`src/inc/ict_pkg.sv`:
```
// Contract
// (RQ1) Register shift: 6+2n or 8+2n, one read
// (RQ2) Memory shift: 8 clocks, 1/1, no long
// (RQ3) Marked forms add address-calculation clocks and cycles
// (RQ4) Dynamic register bit ops: 8, 10, 6 clocks
// (RQ5) Immediate bit ops: two reads, 12/14/8; the code gives 10 clocks for register test
// (RQ6) Conditional branch: 10 taken, 8 or 12 not
// (RQ7) Relative branch 10, call 18, decrement 12/10/14
// (RQ8) Jump and call per addressing mode table
// (RQ9) Address load and push per mode table
// (RQ10) Memory-to-register multi move: 12+4n or 12+8n
// (RQ11) Register-to-memory multi move: 8+4n, no postincrement; the code gives 8+8n for long
// (RQ12) Index register width never changes timing
// (RQ13) Register extended 4/8, decimal 6 clocks
// (RQ14) Memory extended/decimal: 18(3/1) or 30(5/2)
// (RQ15) Memory compare: 12(3/0) or 20(5/0), no writes
// (RQ16) Counts include operand fetch and next prefetch
// (RQ17) Each bus cycle four clocks plus waits
package ict_pkg;
  localparam int unsigned OP_W  = 5;
  localparam int unsigned MD_W  = 4;
  localparam int unsigned N_W   = 6;
  localparam int unsigned EAC_W = 8;
  localparam int unsigned EAN_W = 4;
  localparam int unsigned CLK_W = 16;
  localparam int unsigned CNT_W = 8;

  localparam logic [4:0] OP_SHIFT_REG     = 5'h00;
  localparam logic [4:0] OP_SHIFT_MEM     = 5'h01;
  localparam logic [4:0] OP_BIT_DYN_REG   = 5'h02;
  localparam logic [4:0] OP_BIT_DYN_MEM   = 5'h03;
  localparam logic [4:0] OP_BIT_IMM_REG   = 5'h04;
  localparam logic [4:0] OP_BIT_IMM_MEM   = 5'h05;
  localparam logic [4:0] OP_BRANCH_COND   = 5'h06;
  localparam logic [4:0] OP_BRANCH_ALWAYS = 5'h07;
  localparam logic [4:0] OP_CALL_REL      = 5'h08;
  localparam logic [4:0] OP_DEC_BRANCH    = 5'h09;
  localparam logic [4:0] OP_JUMP          = 5'h0A;
  localparam logic [4:0] OP_CALL_SUB      = 5'h0B;
  localparam logic [4:0] OP_LOAD_EA       = 5'h0C;
  localparam logic [4:0] OP_PUSH_EA       = 5'h0D;
  localparam logic [4:0] OP_MULTI_TO_REG  = 5'h0E;
  localparam logic [4:0] OP_MULTI_TO_MEM  = 5'h0F;
  localparam logic [4:0] OP_EXT_REG       = 5'h10;
  localparam logic [4:0] OP_EXT_MEM       = 5'h11;
  localparam logic [4:0] OP_DEC_REG       = 5'h12;
  localparam logic [4:0] OP_DEC_MEM       = 5'h13;
  localparam logic [4:0] OP_CMP_MEM       = 5'h14;

  localparam logic [3:0] MD_IND      = 4'h0;
  localparam logic [3:0] MD_POSTINC  = 4'h1;
  localparam logic [3:0] MD_PREDEC   = 4'h2;
  localparam logic [3:0] MD_DISP     = 4'h3;
  localparam logic [3:0] MD_INDEX    = 4'h4;
  localparam logic [3:0] MD_ABS_W    = 4'h5;
  localparam logic [3:0] MD_ABS_L    = 4'h6;
  localparam logic [3:0] MD_PC_DISP  = 4'h7;
  localparam logic [3:0] MD_PC_INDEX = 4'h8;

  localparam logic [1:0] BK_CHANGE = 2'h0;
  localparam logic [1:0] BK_CLEAR  = 2'h1;
  localparam logic [1:0] BK_SET    = 2'h2;
  localparam logic [1:0] BK_TEST   = 2'h3;

  localparam logic [1:0] DB_CC_TRUE = 2'h0;
  localparam logic [1:0] DB_LOOP    = 2'h1;
  localparam logic [1:0] DB_EXPIRE  = 2'h2;

  localparam int unsigned BR_TAKEN_BIT = 0;
  localparam int unsigned BR_WORD_BIT  = 1;

  localparam logic [1:0] BUS_LAST_PHASE = 2'h3;

  typedef struct packed {
    logic             bad;
    logic [CLK_W-1:0] clk;
    logic [CNT_W-1:0] rd;
    logic [CNT_W-1:0] wr;
  } ict_cost_t;
endpackage

```
`src/rtl/ict_core.sv`:
```
`timescale 1ns/1ps
module ict_core (
  input  wire logic                       clk_i,
  input  wire logic                       resetn_i,
  input  wire logic                       ce_i,
  input  wire logic                       start_i,
  input  wire logic [ict_pkg::OP_W-1:0]   op_i,
  input  wire logic [1:0]                 sub_i,
  input  wire logic                       long_i,
  input  wire logic [ict_pkg::MD_W-1:0]   mode_i,
  input  wire logic [ict_pkg::N_W-1:0]    count_i,
  input  wire logic [ict_pkg::EAC_W-1:0]  ea_clk_i,
  input  wire logic [ict_pkg::EAN_W-1:0]  ea_rd_i,
  input  wire logic [ict_pkg::EAN_W-1:0]  ea_wr_i,
  input  wire logic                       bus_ack_i,
  output logic                            bus_rd_o,
  output logic                            bus_wr_o,
  output logic                            cyc_start_o,
  output logic                            busy_o,
  output logic                            done_o,
  output logic                            illegal_o,
  output logic [ict_pkg::CLK_W-1:0]       clocks_o,
  output logic [ict_pkg::CNT_W-1:0]       reads_o,
  output logic [ict_pkg::CNT_W-1:0]       writes_o
);
  import ict_pkg::*;

  typedef enum logic [1:0] {
    ST_IDLE,
    ST_READ,
    ST_WRITE,
    ST_INTERNAL
  } ict_state_t;

  // Mode row: jump clocks/reads, address-load clocks/reads
  function automatic logic [24:0] addr_row(input logic [3:0] md);
    logic [24:0] r;
    r = 25'h0000000;
    case (md)
      MD_IND:      r = {1'b0, 8'h08, 4'h2, 8'h04, 4'h1};
      MD_DISP,
      MD_ABS_W,
      MD_PC_DISP:  r = {1'b0, 8'h0A, 4'h2, 8'h08, 4'h2};
      MD_INDEX,
      MD_PC_INDEX: r = {1'b0, 8'h0E, 4'h3, 8'h0C, 4'h2};
      MD_ABS_L:    r = {1'b0, 8'h0C, 4'h3, 8'h0C, 4'h3};
      default:     r = {1'b1, 24'h000000};
    endcase
    return r;
  endfunction

  // Multi move base: {bad, clocks, reads}; dir high is memory-to-register
  function automatic logic [12:0] multi_row(input logic dir, input logic [3:0] md);
    logic [12:0] r;
    r = 13'h0000;
    case (md)
      MD_IND:      r = dir ? {1'b0, 8'h0C, 4'h3} : {1'b0, 8'h08, 4'h2};
      MD_POSTINC:  r = dir ? {1'b0, 8'h0C, 4'h3} : {1'b1, 12'h000};
      MD_PREDEC:   r = dir ? {1'b1, 12'h000} : {1'b0, 8'h08, 4'h2};
      MD_DISP,
      MD_ABS_W:    r = dir ? {1'b0, 8'h10, 4'h4} : {1'b0, 8'h0C, 4'h3};
      MD_INDEX:    r = dir ? {1'b0, 8'h12, 4'h4} : {1'b0, 8'h0E, 4'h3};
      MD_ABS_L:    r = dir ? {1'b0, 8'h14, 4'h5} : {1'b0, 8'h10, 4'h4};
      MD_PC_DISP:  r = dir ? {1'b0, 8'h10, 4'h4} : {1'b1, 12'h000};
      MD_PC_INDEX: r = dir ? {1'b0, 8'h12, 4'h4} : {1'b1, 12'h000};
      default:     r = {1'b1, 12'h000};
    endcase
    return r;
  endfunction

  function automatic ict_cost_t base_cost(
    input logic [4:0] op,
    input logic [1:0] sb,
    input logic       lg,
    input logic [3:0] md,
    input logic [5:0] n
  );
    ict_cost_t   c;
    logic [15:0] n16;
    logic [24:0] ar;
    logic [12:0] mr;
    c   = '0;
    n16 = {10'h000, n};
    ar  = addr_row(md);
    mr  = multi_row(op == OP_MULTI_TO_REG, md);
    c.rd = 8'h01;
    case (op)
      OP_SHIFT_REG: c.clk = (lg ? 16'h0008 : 16'h0006) + (n16 << 1); // [RQ1]
      OP_SHIFT_MEM: begin
        c.bad = lg; // [RQ2]
        c.clk = 16'h0008;
        c.wr  = 8'h01;
      end
      OP_BIT_DYN_REG: c.clk = (sb == BK_CLEAR) ? 16'h000A : (sb == BK_TEST) ? 16'h0006 : 16'h0008; // [RQ4]
      OP_BIT_DYN_MEM: begin
        c.clk = (sb == BK_TEST) ? 16'h0004 : 16'h0008;
        c.wr  = (sb == BK_TEST) ? 8'h00 : 8'h01;
      end
      OP_BIT_IMM_REG: begin
        c.clk = (sb == BK_CLEAR) ? 16'h000E : (sb == BK_TEST) ? 16'h000A : 16'h000C; // [RQ5]
        c.rd  = 8'h02;
      end
      OP_BIT_IMM_MEM: begin
        c.clk = (sb == BK_TEST) ? 16'h0008 : 16'h000C; // [RQ5]
        c.rd  = 8'h02;
        c.wr  = (sb == BK_TEST) ? 8'h00 : 8'h01;
      end
      OP_BRANCH_COND: begin
        if (sb[BR_TAKEN_BIT] || sb[BR_WORD_BIT]) begin // [RQ6]
          c.clk = sb[BR_TAKEN_BIT] ? 16'h000A : 16'h000C;
          c.rd  = 8'h02;
        end else begin
          c.clk = 16'h0008;
        end
      end
      OP_BRANCH_ALWAYS: begin
        c.clk = 16'h000A; // [RQ7]
        c.rd  = 8'h02;
      end
      OP_CALL_REL: begin
        c.clk = 16'h0012; // [RQ7]
        c.rd  = 8'h02;
        c.wr  = 8'h02;
      end
      OP_DEC_BRANCH: begin
        c.bad = (sb > DB_EXPIRE);
        c.clk = (sb == DB_CC_TRUE) ? 16'h000C : (sb == DB_LOOP) ? 16'h000A : 16'h000E; // [RQ7]
        c.rd  = (sb == DB_EXPIRE) ? 8'h03 : 8'h02;
      end
      // Index register width is not an input at all [RQ12]
      OP_JUMP: begin
        c.bad = ar[24]; // [RQ8]
        c.clk = {8'h00, ar[23:16]};
        c.rd  = {4'h0, ar[15:12]};
      end
      OP_CALL_SUB: begin
        c.bad = ar[24]; // [RQ8]
        c.clk = {8'h00, ar[23:16]} + 16'h0008;
        c.rd  = (ar[3:0] < 4'h2) ? 8'h02 : {4'h0, ar[3:0]};
        c.wr  = 8'h02;
      end
      OP_LOAD_EA,
      OP_PUSH_EA: begin
        c.bad = ar[24]; // [RQ9]
        c.clk = {8'h00, ar[11:4]} + ((op == OP_PUSH_EA) ? 16'h0008 : 16'h0000);
        c.rd  = {4'h0, ar[3:0]};
        c.wr  = (op == OP_PUSH_EA) ? 8'h02 : 8'h00;
      end
      OP_MULTI_TO_REG: begin
        c.bad = mr[12]; // [RQ10]
        c.clk = {8'h00, mr[11:4]} + (lg ? (n16 << 3) : (n16 << 2));
        c.rd  = {4'h0, mr[3:0]} + (lg ? {n16[6:0], 1'b0} : n16[7:0]);
      end
      OP_MULTI_TO_MEM: begin
        c.bad = mr[12]; // [RQ11]
        c.clk = {8'h00, mr[11:4]} + (lg ? (n16 << 3) : (n16 << 2));
        c.rd  = {4'h0, mr[3:0]};
        c.wr  = lg ? {n16[6:0], 1'b0} : n16[7:0];
      end
      OP_EXT_REG: c.clk = lg ? 16'h0008 : 16'h0004; // [RQ13]
      OP_DEC_REG: begin
        c.bad = lg; // [RQ13]
        c.clk = 16'h0006;
      end
      OP_EXT_MEM,
      OP_DEC_MEM: begin
        c.bad = lg && (op == OP_DEC_MEM); // [RQ14]
        c.clk = lg ? 16'h001E : 16'h0012;
        c.rd  = lg ? 8'h05 : 8'h03;
        c.wr  = lg ? 8'h02 : 8'h01;
      end
      OP_CMP_MEM: begin
        c.clk = lg ? 16'h0014 : 16'h000C; // [RQ15]
        c.rd  = lg ? 8'h05 : 8'h03;
      end
      default: c.bad = 1'b1;
    endcase
    return c;
  endfunction

  function automatic logic adds_ea(input logic [4:0] op);
    return (op == OP_SHIFT_MEM) || (op == OP_BIT_DYN_MEM) || (op == OP_BIT_IMM_MEM);
  endfunction

  ict_state_t       state;
  ict_state_t       next_state;
  logic [1:0]       phase;
  logic [1:0]       next_phase;
  logic             ack_meta;
  logic             ack_sync;
  logic             bus_end;
  logic             accept;
  logic             finish;
  ict_cost_t        base;
  ict_cost_t        tot;
  logic [CLK_W-1:0] bus_clks;
  logic [CLK_W-1:0] rem;
  logic [CLK_W-1:0] elapsed;
  logic [CLK_W-1:0] lat_clk;
  logic [CNT_W-1:0] rd_left;
  logic [CNT_W-1:0] wr_left;
  logic [CNT_W-1:0] lat_rd;
  logic [CNT_W-1:0] lat_wr;
  logic [OP_W-1:0]  lat_op;

  always_comb begin
    base = base_cost(op_i, sub_i, long_i, mode_i, count_i);
    tot  = base;
    if (adds_ea(op_i)) begin // [RQ3]
      tot.clk = base.clk + {8'h00, ea_clk_i};
      tot.rd  = base.rd + {4'h0, ea_rd_i};
      tot.wr  = base.wr + {4'h0, ea_wr_i};
    end
    bus_clks = {6'h00, tot.rd, 2'b00} + {6'h00, tot.wr, 2'b00};
  end

  assign accept  = (state == ST_IDLE) && start_i && !tot.bad;
  assign bus_end = (phase == BUS_LAST_PHASE) && ack_sync; // [RQ17]
  assign finish  = (state != ST_IDLE) && (next_state == ST_IDLE);

  always_comb begin
    next_state = state;
    case (state)
      ST_IDLE: if (accept) begin
        next_state = ST_READ;
      end
      ST_READ: if (bus_end && rd_left == 8'h01) begin
        next_state = (wr_left != 8'h00) ? ST_WRITE : (rem != 16'h0000) ? ST_INTERNAL : ST_IDLE;
      end
      ST_WRITE: if (bus_end && wr_left == 8'h01) begin
        next_state = (rem != 16'h0000) ? ST_INTERNAL : ST_IDLE;
      end
      ST_INTERNAL: if (rem == 16'h0001) begin
        next_state = ST_IDLE;
      end
      default: next_state = ST_IDLE;
    endcase
    next_phase = 2'h0;
    if ((state == ST_READ || state == ST_WRITE) && !bus_end) begin
      next_phase = (phase == BUS_LAST_PHASE) ? phase : phase + 2'h1;
    end
  end

  // Acknowledge arrives from the memory pins
  always_ff @(posedge clk_i or negedge resetn_i) begin
    if (!resetn_i) begin
      ack_meta <= 1'b0;
      ack_sync <= 1'b0;
    end else if (ce_i) begin
      ack_meta <= bus_ack_i;
      ack_sync <= ack_meta;
    end
  end

  always_ff @(posedge clk_i or negedge resetn_i) begin
    if (!resetn_i) begin
      state       <= ST_IDLE;
      phase       <= 2'h0;
      bus_rd_o    <= 1'b0;
      bus_wr_o    <= 1'b0;
      cyc_start_o <= 1'b0;
      busy_o      <= 1'b0;
    end else if (ce_i) begin
      state       <= next_state;
      phase       <= next_phase;
      bus_rd_o    <= (next_state == ST_READ);
      bus_wr_o    <= (next_state == ST_WRITE);
      cyc_start_o <= (next_state == ST_READ || next_state == ST_WRITE) && (next_phase == 2'h0);
      busy_o      <= (next_state != ST_IDLE);
    end
  end

  // Remaining bus cycles and internal clocks of the running instruction
  always_ff @(posedge clk_i or negedge resetn_i) begin
    if (!resetn_i) begin
      rd_left <= 8'h00;
      wr_left <= 8'h00;
      rem     <= 16'h0000;
      lat_clk <= 16'h0000;
      lat_rd  <= 8'h00;
      lat_wr  <= 8'h00;
      lat_op  <= 5'h00;
    end else if (ce_i) begin
      if (accept) begin
        rd_left <= tot.rd;
        wr_left <= tot.wr;
        rem     <= (tot.clk > bus_clks) ? tot.clk - bus_clks : 16'h0000; // [RQ16]
        lat_clk <= tot.clk;
        lat_rd  <= tot.rd;
        lat_wr  <= tot.wr;
        lat_op  <= op_i;
      end else begin
        if (state == ST_READ && bus_end) begin
          rd_left <= rd_left - 8'h01;
        end
        if (state == ST_WRITE && bus_end) begin
          wr_left <= wr_left - 8'h01;
        end
        if (state == ST_INTERNAL) begin
          rem <= rem - 16'h0001;
        end
      end
    end
  end

  always_ff @(posedge clk_i or negedge resetn_i) begin
    if (!resetn_i) begin
      elapsed   <= 16'h0000;
      done_o    <= 1'b0;
      illegal_o <= 1'b0;
      clocks_o  <= 16'h0000;
      reads_o   <= 8'h00;
      writes_o  <= 8'h00;
    end else if (ce_i) begin
      elapsed   <= (state == ST_IDLE) ? 16'h0000 : elapsed + 16'h0001;
      done_o    <= finish;
      illegal_o <= (state == ST_IDLE) && start_i && tot.bad; // [RQ2] [RQ11]
      if (finish) begin
        clocks_o <= elapsed + 16'h0001; // [RQ17]
        reads_o  <= lat_rd;
        writes_o <= lat_wr;
      end
    end
  end
endmodule

```
`config.mk`:
```
export PLATFORM = sky130hd
export DESIGN_NAME = ict_core
export DESIGN_NICKNAME = d
export VERILOG_FILES = /design/src/inc/ict_pkg.sv /design/src/rtl/ict_core.sv
export SDC_FILE = /design/constraint.sdc
export NUM_CORES = 1
export LEC_CHECK = 0
export ABC_AREA = 1
export BUFFER_PORTS_ARGS = -buffer_cell sky130_fd_sc_hd__buf_2
export CAP_MARGIN = 15
export CORE_ASPECT_RATIO = 0.7
export CORE_UTILIZATION = 55
export DETAILED_ROUTE_END_ITERATION = 12
export PLACE_DENSITY = 0.78
export SYNTH_ARGS = -nofsm -noshare
export SYNTH_HDL_FRONTEND = slang
export SYNTH_SLANG_ARGS = --single-unit
```
`constraint.sdc`:
```
create_clock -name clk_i -period 2.8 [get_ports clk_i]
set_clock_uncertainty 0.1 [all_clocks]
set_input_delay 0.28 -clock clk_i [delete_from_list [all_inputs] [get_ports clk_i]]
set_output_delay 0.28 -clock clk_i [all_outputs]
set_load 0.02 [all_outputs]
```
==> results of run 1 <==
==> cell type report <==
class                           instances  area, um^2  area share
Multi-Input combinational cell        964        6010       0.481
Clock buffer                           10         239      0.0191
Tap cell                              195         244      0.0195
Sequential cell                       108        2700       0.216
Inverter                              170         666      0.0533
Timing Repair Buffer                  341        2570       0.205
Clock inverter                          6        62.6     0.00501
==> worst min-delay path by stage <==
| stage | endpoint | cells past startpoint | start | slack [ps] |
|---|---|---|---|---|
| final | ack_meta | 3 | bus_ack_i | 50 |
| after global routing | ack_meta | 3 | bus_ack_i | 50 |
| after CTS | ack_meta | 3 | bus_ack_i | 60 |
| after detailed placement | writes_o[5] | 1 | resetn_i | 220 |
| after global placement | writes_o[6] | 1 | resetn_i | 220 |
| after floorplan | ack_meta | 0 | resetn_i | -120 |
==> critical path: cells and delay by family <==
kind                     cells  cell delay, ps
XOR/XNOR                     1             150
AO/OA/AOI/OAI                5             770
AND/OR/NAND/NOR             21            2330
adder cells (fa/ha/maj)      5            1620
buffers and inverters        8             570
==> per-layer routing <==
| metal | wire length, um | share of wire |
|---|---|---|
| met2 | 14500 | 0.44 |
| met3 | 3960 | 0.12 |
| met5 | 0 | 0 |
| met1 | 13000 | 0.40 |
| met4 | 1350 | 0.041 |
==> what timing repair did <==
item                       4_1_cts  5_1_grt
hold endpoints to repair        47        0
setup endpoints to repair       63       74
hold buffers                     1        0
gates resized for setup         96      199
cloned                           3        5
pin swaps                       54       56
buffers inserted                21       16
==> power breakdown <==
| group | leakage (uW) | switching [uW] | internal (uW) | total (uW) |
|---|---|---|---|---|
| Clock | 0.000149 | 673 | 655 | 1330 |
| Combinational | 0.00509 | 2580 | 1800 | 4380 |
| Sequential | 0.00140 | 393 | 2010 | 2410 |
==> state kept, by name (all words and copies together), names as in the netlist <==
| name | cells |
|---|---|
| ack_meta | 1 |
| writes_o | 8 |
| lat_wr | 8 |
| ack_sync | 1 |
| reads_o | 8 |
| phase | 2 |
| done_o | 1 |
| state | 2 |
| rem | 16 |
| bus_rd_o | 1 |
| rd_left | 8 |
| cyc_start_o | 1 |
| bus_wr_o | 1 |
| busy_o | 1 |
| clocks_o | 16 |
| wr_left | 8 |
| elapsed | 16 |
| illegal_o | 1 |
| lat_rd | 8 |
==> cell families after synthesis <==
logic type	after synthesis	share of synthesized area
and+or+nand+nor	687	0.340
adders and majority gates	60	0.0941
buffers and inverters	200	0.0964
other	1	0.000439
AOI/OAI and AO/OA	178	0.115
xor gates and xnor gates	36	0.0369
DFF	108	0.316
==> cells in the final DEF, fill, tap and decap left out, drive strengths merged, types with 4 or more instances in the layout <==
cell,netlist,layout
o21ai,104,104
xnor2,11,11
buf,17,338
fa,7,7
o22ai,16,16
dfrtp,108,108
ha,53,53
nor3,14,14
o21bai,6,6
or2,7,7
inv,168,171
nand3,96,96
clkbuf,13,12
nand2,391,392
o211ai,6,6
a21oi,31,31
clkinv,2,5
a31oi,4,4
nor2,162,162
nand4,10,10
xor2,25,25
==> per-stage QoR <==
| stage | std cells | hold slack (ps) | instance area (um^2) |
|---|---|---|---|
| 5_1_grt | 1794 | 52.6 | 12500 |
| 4_1_cts | 1778 | 59.2 | 11700 |
| 2_1_floorplan | 1271 | -116 | 8660 |
| 6_report | 1794 | 52.3 | 12500 |
| 3_5_place_dp | 1737 | 221 | 10800 |
| 3_3_place_gp | 1737 | 221 | 10800 |
==> flow_metrics.env, run 1 <==
export IMPL_outcome="finished with violations"
export IMPL_violations="setup timing"
export IMPL_ant_nets=0
export IMPL_endpoint="rem[10]"
export IMPL_async_reset_ff_frac=1.00
export IMPL_gp_congestion=1.01
export IMPL_io_buffers=76
export IMPL_grt_pass1_vias=9170
export IMPL_routedWlPerCell_um=18.3
export IMPL_dr_pass1_iters=9
export IMPL_die_x_um=151
export IMPL_post_synth_top_area_cell="dfrtp_1"
export IMPL_syn_inst=1270
export IMPL_synth_edf_count=0
export IMPL_finalSetupTns_ps=-44710
export IMPL_critPathLaunchType="input port"
export IMPL_max_slew_margin_rel=0.594
export IMPL_grt_pass1_wl_mm=44.8
export IMPL_grt_overflow_total=0
export IMPL_period_minus_slack_ps=5560
export IMPL_synthTopCellsByCount="nand2_1, inv_1, nor2_1, dfrtp_1, o21ai_0"
export IMPL_cpPeakStageDelay_ps=500
export IMPL_r2r_setup_slack_ps=-170
export IMPL_final_util=0.838
export IMPL_fin_nets=1693
export IMPL_initial_core_util=0.573
export IMPL_cts_sinks=108
export IMPL_cts_buffer_depth=2
export IMPL_worst_path_max_fanout=3
export IMPL_yosysSeqAreaShare=0.316
export IMPL_drive_gt1_frac=0.375
export IMPL_fin_crit_sh=1.99
export IMPL_setup_worst_path_end_class="register"
export IMPL_peakVddDrop_uv=434
export IMPL_hp_class="in2reg"
export IMPL_use_met2=0.524
export IMPL_drv_cap=0
export IMPL_worst_ep_arrival_time_ps=5700
export IMPL_vias_per_cell=5.80
export IMPL_critPathKind="in2reg"
export IMPL_r2r_start="rem[10]"
export IMPL_setup_slack_ps=-2760
export IMPL_total_power_uw=8110
export IMPL_ys_dominant_reg_cell="dfrtp_1"
export IMPL_cts_tree="done"
export IMPL_syn_area_per_cell_um2=6.72
export IMPL_reg2reg_depth=18
export IMPL_gr_usage_all_layers=0.359
export IMPL_use_met1=0.514
export IMPL_slew_violations=0
export IMPL_antenna_found_initial=0
export IMPL_die_area_mm2=0.0160
export IMPL_area_delta_synth_final_pct=46.3
export IMPL_ys_types=50
export IMPL_rsz0062_at_grt="true"
export IMPL_critPathRequiredTime_ps=2940
export IMPL_drt_total_wl_mm=32.7
export IMPL_hpwl_mm=19.9
export IMPL_slowest_stage="fa_1"
export IMPL_finalHoldViolCount=0
export IMPL_grt_busiest_layer="met2"
export IMPL_dp_slack_ps=-3170
export IMPL_io_pins=77
export IMPL_clockRootBuffer="clkbuf_16"
export IMPL_drc_errors=0
export IMPL_htree_levels=3
export IMPL_yosys_register_bits=108
export IMPL_num_fill_cells=854
export IMPL_ys_warn_count=0
export IMPL_clk_pin_slew_worst_paths_ps=80
export IMPL_drt_iter0_markers=1347
export IMPL_worst_pin_slew_ps=609
export IMPL_synth_top_cell_area_share=0.316
export IMPL_grtUsageMet3=0.105
export IMPL_grt_max_degree=62
export IMPL_setup_viol=61
export IMPL_fmaxAchievable_mhz=180
export IMPL_synth_area_leaders="dfrtp_1, nand2_1, ha_1"
export IMPL_p_leak_uw=0.00664
export IMPL_dr_total_vias=10400
export IMPL_critPathLaunch="op_i[4]"
export IMPL_antenna_cells=0
export IMPL_pwr_density_cell_mw_per_mm2=649
export IMPL_netlist_area_mm2=0.00854
export IMPL_synth_most_common_cell="nand2_1"
export IMPL_clk_latency_ps=370
export IMPL_core_rowCount=37
export IMPL_cts_buffers=9
export IMPL_r2r_end="reads_o[2]"
export IMPL_die_h_um=106
export IMPL_core_mm2=0.0149
No activity file was read; power rests on OpenSTA's default activity.
==> run 2, diff against run 1 <==
--- a/config.mk
+++ b/config.mk
@@ -9,9 +9,10 @@
 export BUFFER_PORTS_ARGS = -buffer_cell sky130_fd_sc_hd__buf_2
 export CAP_MARGIN = 15
 export CORE_ASPECT_RATIO = 0.7
-export CORE_UTILIZATION = 55
+export CORE_UTILIZATION = 56
+export CTS_BUF_LIST = sky130_fd_sc_hd__clkbuf_2 sky130_fd_sc_hd__clkbuf_4 sky130_fd_sc_hd__clkbuf_8
 export DETAILED_ROUTE_END_ITERATION = 12
-export PLACE_DENSITY = 0.78
+export PLACE_DENSITY = 0.79
 export SYNTH_ARGS = -nofsm -noshare
 export SYNTH_HDL_FRONTEND = slang
 export SYNTH_SLANG_ARGS = --single-unit
==> flow_metrics.env, run 2 (synthesis gave the netlist of run 1 again) <==
export IMPL_grt_pass1_vias=9314
export IMPL_cts_buffers=9
export IMPL_routedWlPerCell_um=17.8
export IMPL_die_x_um=150
export IMPL_grt_overflow_total=0
export IMPL_critPathRequiredTime_ps=3030
export IMPL_fmaxAchievable_mhz=178
export IMPL_final_common_cell="nand2_1"
export IMPL_grt_pass1_wl_mm=47.4
export IMPL_clockRootBuffer="clkbuf_8"
export IMPL_finalHoldViolCount=0
export IMPL_setup_worst_path_end_class="register"
export IMPL_die_area_mm2=0.0158
export IMPL_violations="setup timing"
export IMPL_pwr_density_cell_mw_per_mm2=605
export IMPL_clk_latency_ps=390
export IMPL_largest_registers="clocks_o: 16 flops, elapsed: 16 flops, rem: 16 flops"
export IMPL_outcome="finished with violations"
export IMPL_fin_nets=1686
export IMPL_htree_levels=3
export IMPL_initial_core_util=0.576
export IMPL_antenna_found_initial=0
export IMPL_io_buffers=76
export IMPL_drive_gt1_frac=0.340
export IMPL_cts_buffer_depth=2
export IMPL_cts_sinks=108
export IMPL_r2r_setup_slack_ps=-520
export IMPL_clk_pin_slew_worst_paths_ps=110
export IMPL_worst_path_buf_inv=9
export IMPL_worst_pin_slew_ps=680
export IMPL_core_rowCount=37
export IMPL_max_slew_margin_rel=0.547
export IMPL_period_minus_slack_ps=5610
export IMPL_final_util=0.826
export IMPL_hp_class="in2reg"
export IMPL_setup_viol=78
export IMPL_antenna_cells=0
export IMPL_critPathKind="in2reg"
export IMPL_fin_crit_sh=2.01
export IMPL_drt_total_wl_mm=31.8
export IMPL_slowest_stage="fa_1"
export IMPL_placed_cells=1715
export IMPL_area_delta_synth_final_pct=43.3
export IMPL_num_fill_cells=876
export IMPL_die_h_um=105
export IMPL_cp_top_family="simple AND/OR/NAND/NOR gates"
export IMPL_vias_per_cell=5.80
export IMPL_setup_slack_ps=-2810
export IMPL_hold_slack_ps=16.7
export IMPL_gr_usage_all_layers=0.385
export IMPL_final_cell_mix="nand2_1, buf_4, inv_1"
export IMPL_ant_nets=0
export IMPL_drt_iter0_markers=1325
export IMPL_dr_pass1_iters=8
export IMPL_finalSetupTns_ps=-64570
export IMPL_peakVddDrop_uv=404
export IMPL_drv_cap=0
export IMPL_worst_path_max_fanout=3
export IMPL_core_mm2=0.0148
export IMPL_slew_violations=0
export IMPL_dr_total_vias=10400
export IMPL_rsz0062_at_grt="true"
export IMPL_worst_ep_arrival_time_ps=5840
export IMPL_fin_cells=1786
export IMPL_p_leak_uw=0.00657
export IMPL_cpPeakStageDelay_ps=520
export IMPL_hpwl_mm=19.9
export IMPL_drc_errors=0
export IMPL_io_pins=77
export IMPL_critPathLaunchType="input port"
export IMPL_cts_tree="done"
export IMPL_grt_max_degree=56
export IMPL_gp_congestion=1.03
[run 2: cell types whose count changed in the layout (fill, tap and decap cells not counted), moves of 10 or more]
cell	before	now
clkbuf_16	11	1
nand2_1	313	328
nor2_1	130	141
nand3_2	25	13
buf_4	245	228
[run 2: path summary, 6_finish.rpt]
path	cells after the start	start	end
max	40	mode_i[0]	rem[11]
min	3	bus_ack_i	ack_meta
max reg2reg	19	rem[8]	reads_o[5]
min reg2reg	2	bus_wr_o	bus_wr_o
max in group asynchronous	3	resetn_i	rd_left[0]
min in group asynchronous	2	resetn_i	reads_o[2]
[run 2: power breakdown]
part | switching, uW | total [uW] | internal [uW]
Combinational | 2380 | 4070 | 1690
Clock | 591 | 930 | 339
Sequential | 393 | 2400 | 2010
[run 2: what timing repair did]
| action | in CTS | in global routing |
|---|---|---|
| hold buffers | 1 | 0 |
| buffers inserted | 32 | 19 |
| setup endpoints to repair | 59 | 84 |
| cloned | 6 | 1 |
| pin swaps | 56 | 52 |
| hold endpoints to repair | 53 | 0 |
| gates resized for setup | 136 | 111 |
[run 2: area by class of cell]
| class | instances | area [um^2] | share of cell area |
|---|---|---|---|
| Inverter | 170 | 672 | 0.0549 |
| Clock buffer | 9 | 124 | 0.0101 |
| Sequential cell | 108 | 2700 | 0.221 |
| Tap cell | 195 | 244 | 0.0199 |
| Clock inverter | 6 | 61.3 | 0.00501 |
| Timing Repair Buffer | 334 | 2650 | 0.216 |
| Multi-Input combinational cell | 964 | 5780 | 0.473 |
[run 2: routing by layer]
layer,vias up,wire (um),global-route usage,part of all wire
met5,-,0,0,0
li1,4687,-,-,-
met4,0,1200,0.0911,0.038
met1,4793,12900,0.554,0.41
met2,730,14000,0.597,0.44
met3,154,3720,0.0680,0.12
[run 2: worst min-delay path: cells and delay by family]
family	cells	cell delay, ps
simple gates	2	110
buf+inv	1	70
[run 2: through the flow]
stage / power (uW) / worst slack (ps) / area (um^2)
final: 7400 / -2810 / 12200
after global routing: 7870 / -3040 / 12200
after CTS: 6850 / -2350 / 11700
after detailed placement: 5510 / -3250 / 10700
after global placement: 5370 / -2990 / 10700
after floorplan: 4410 / -2720 / 8660
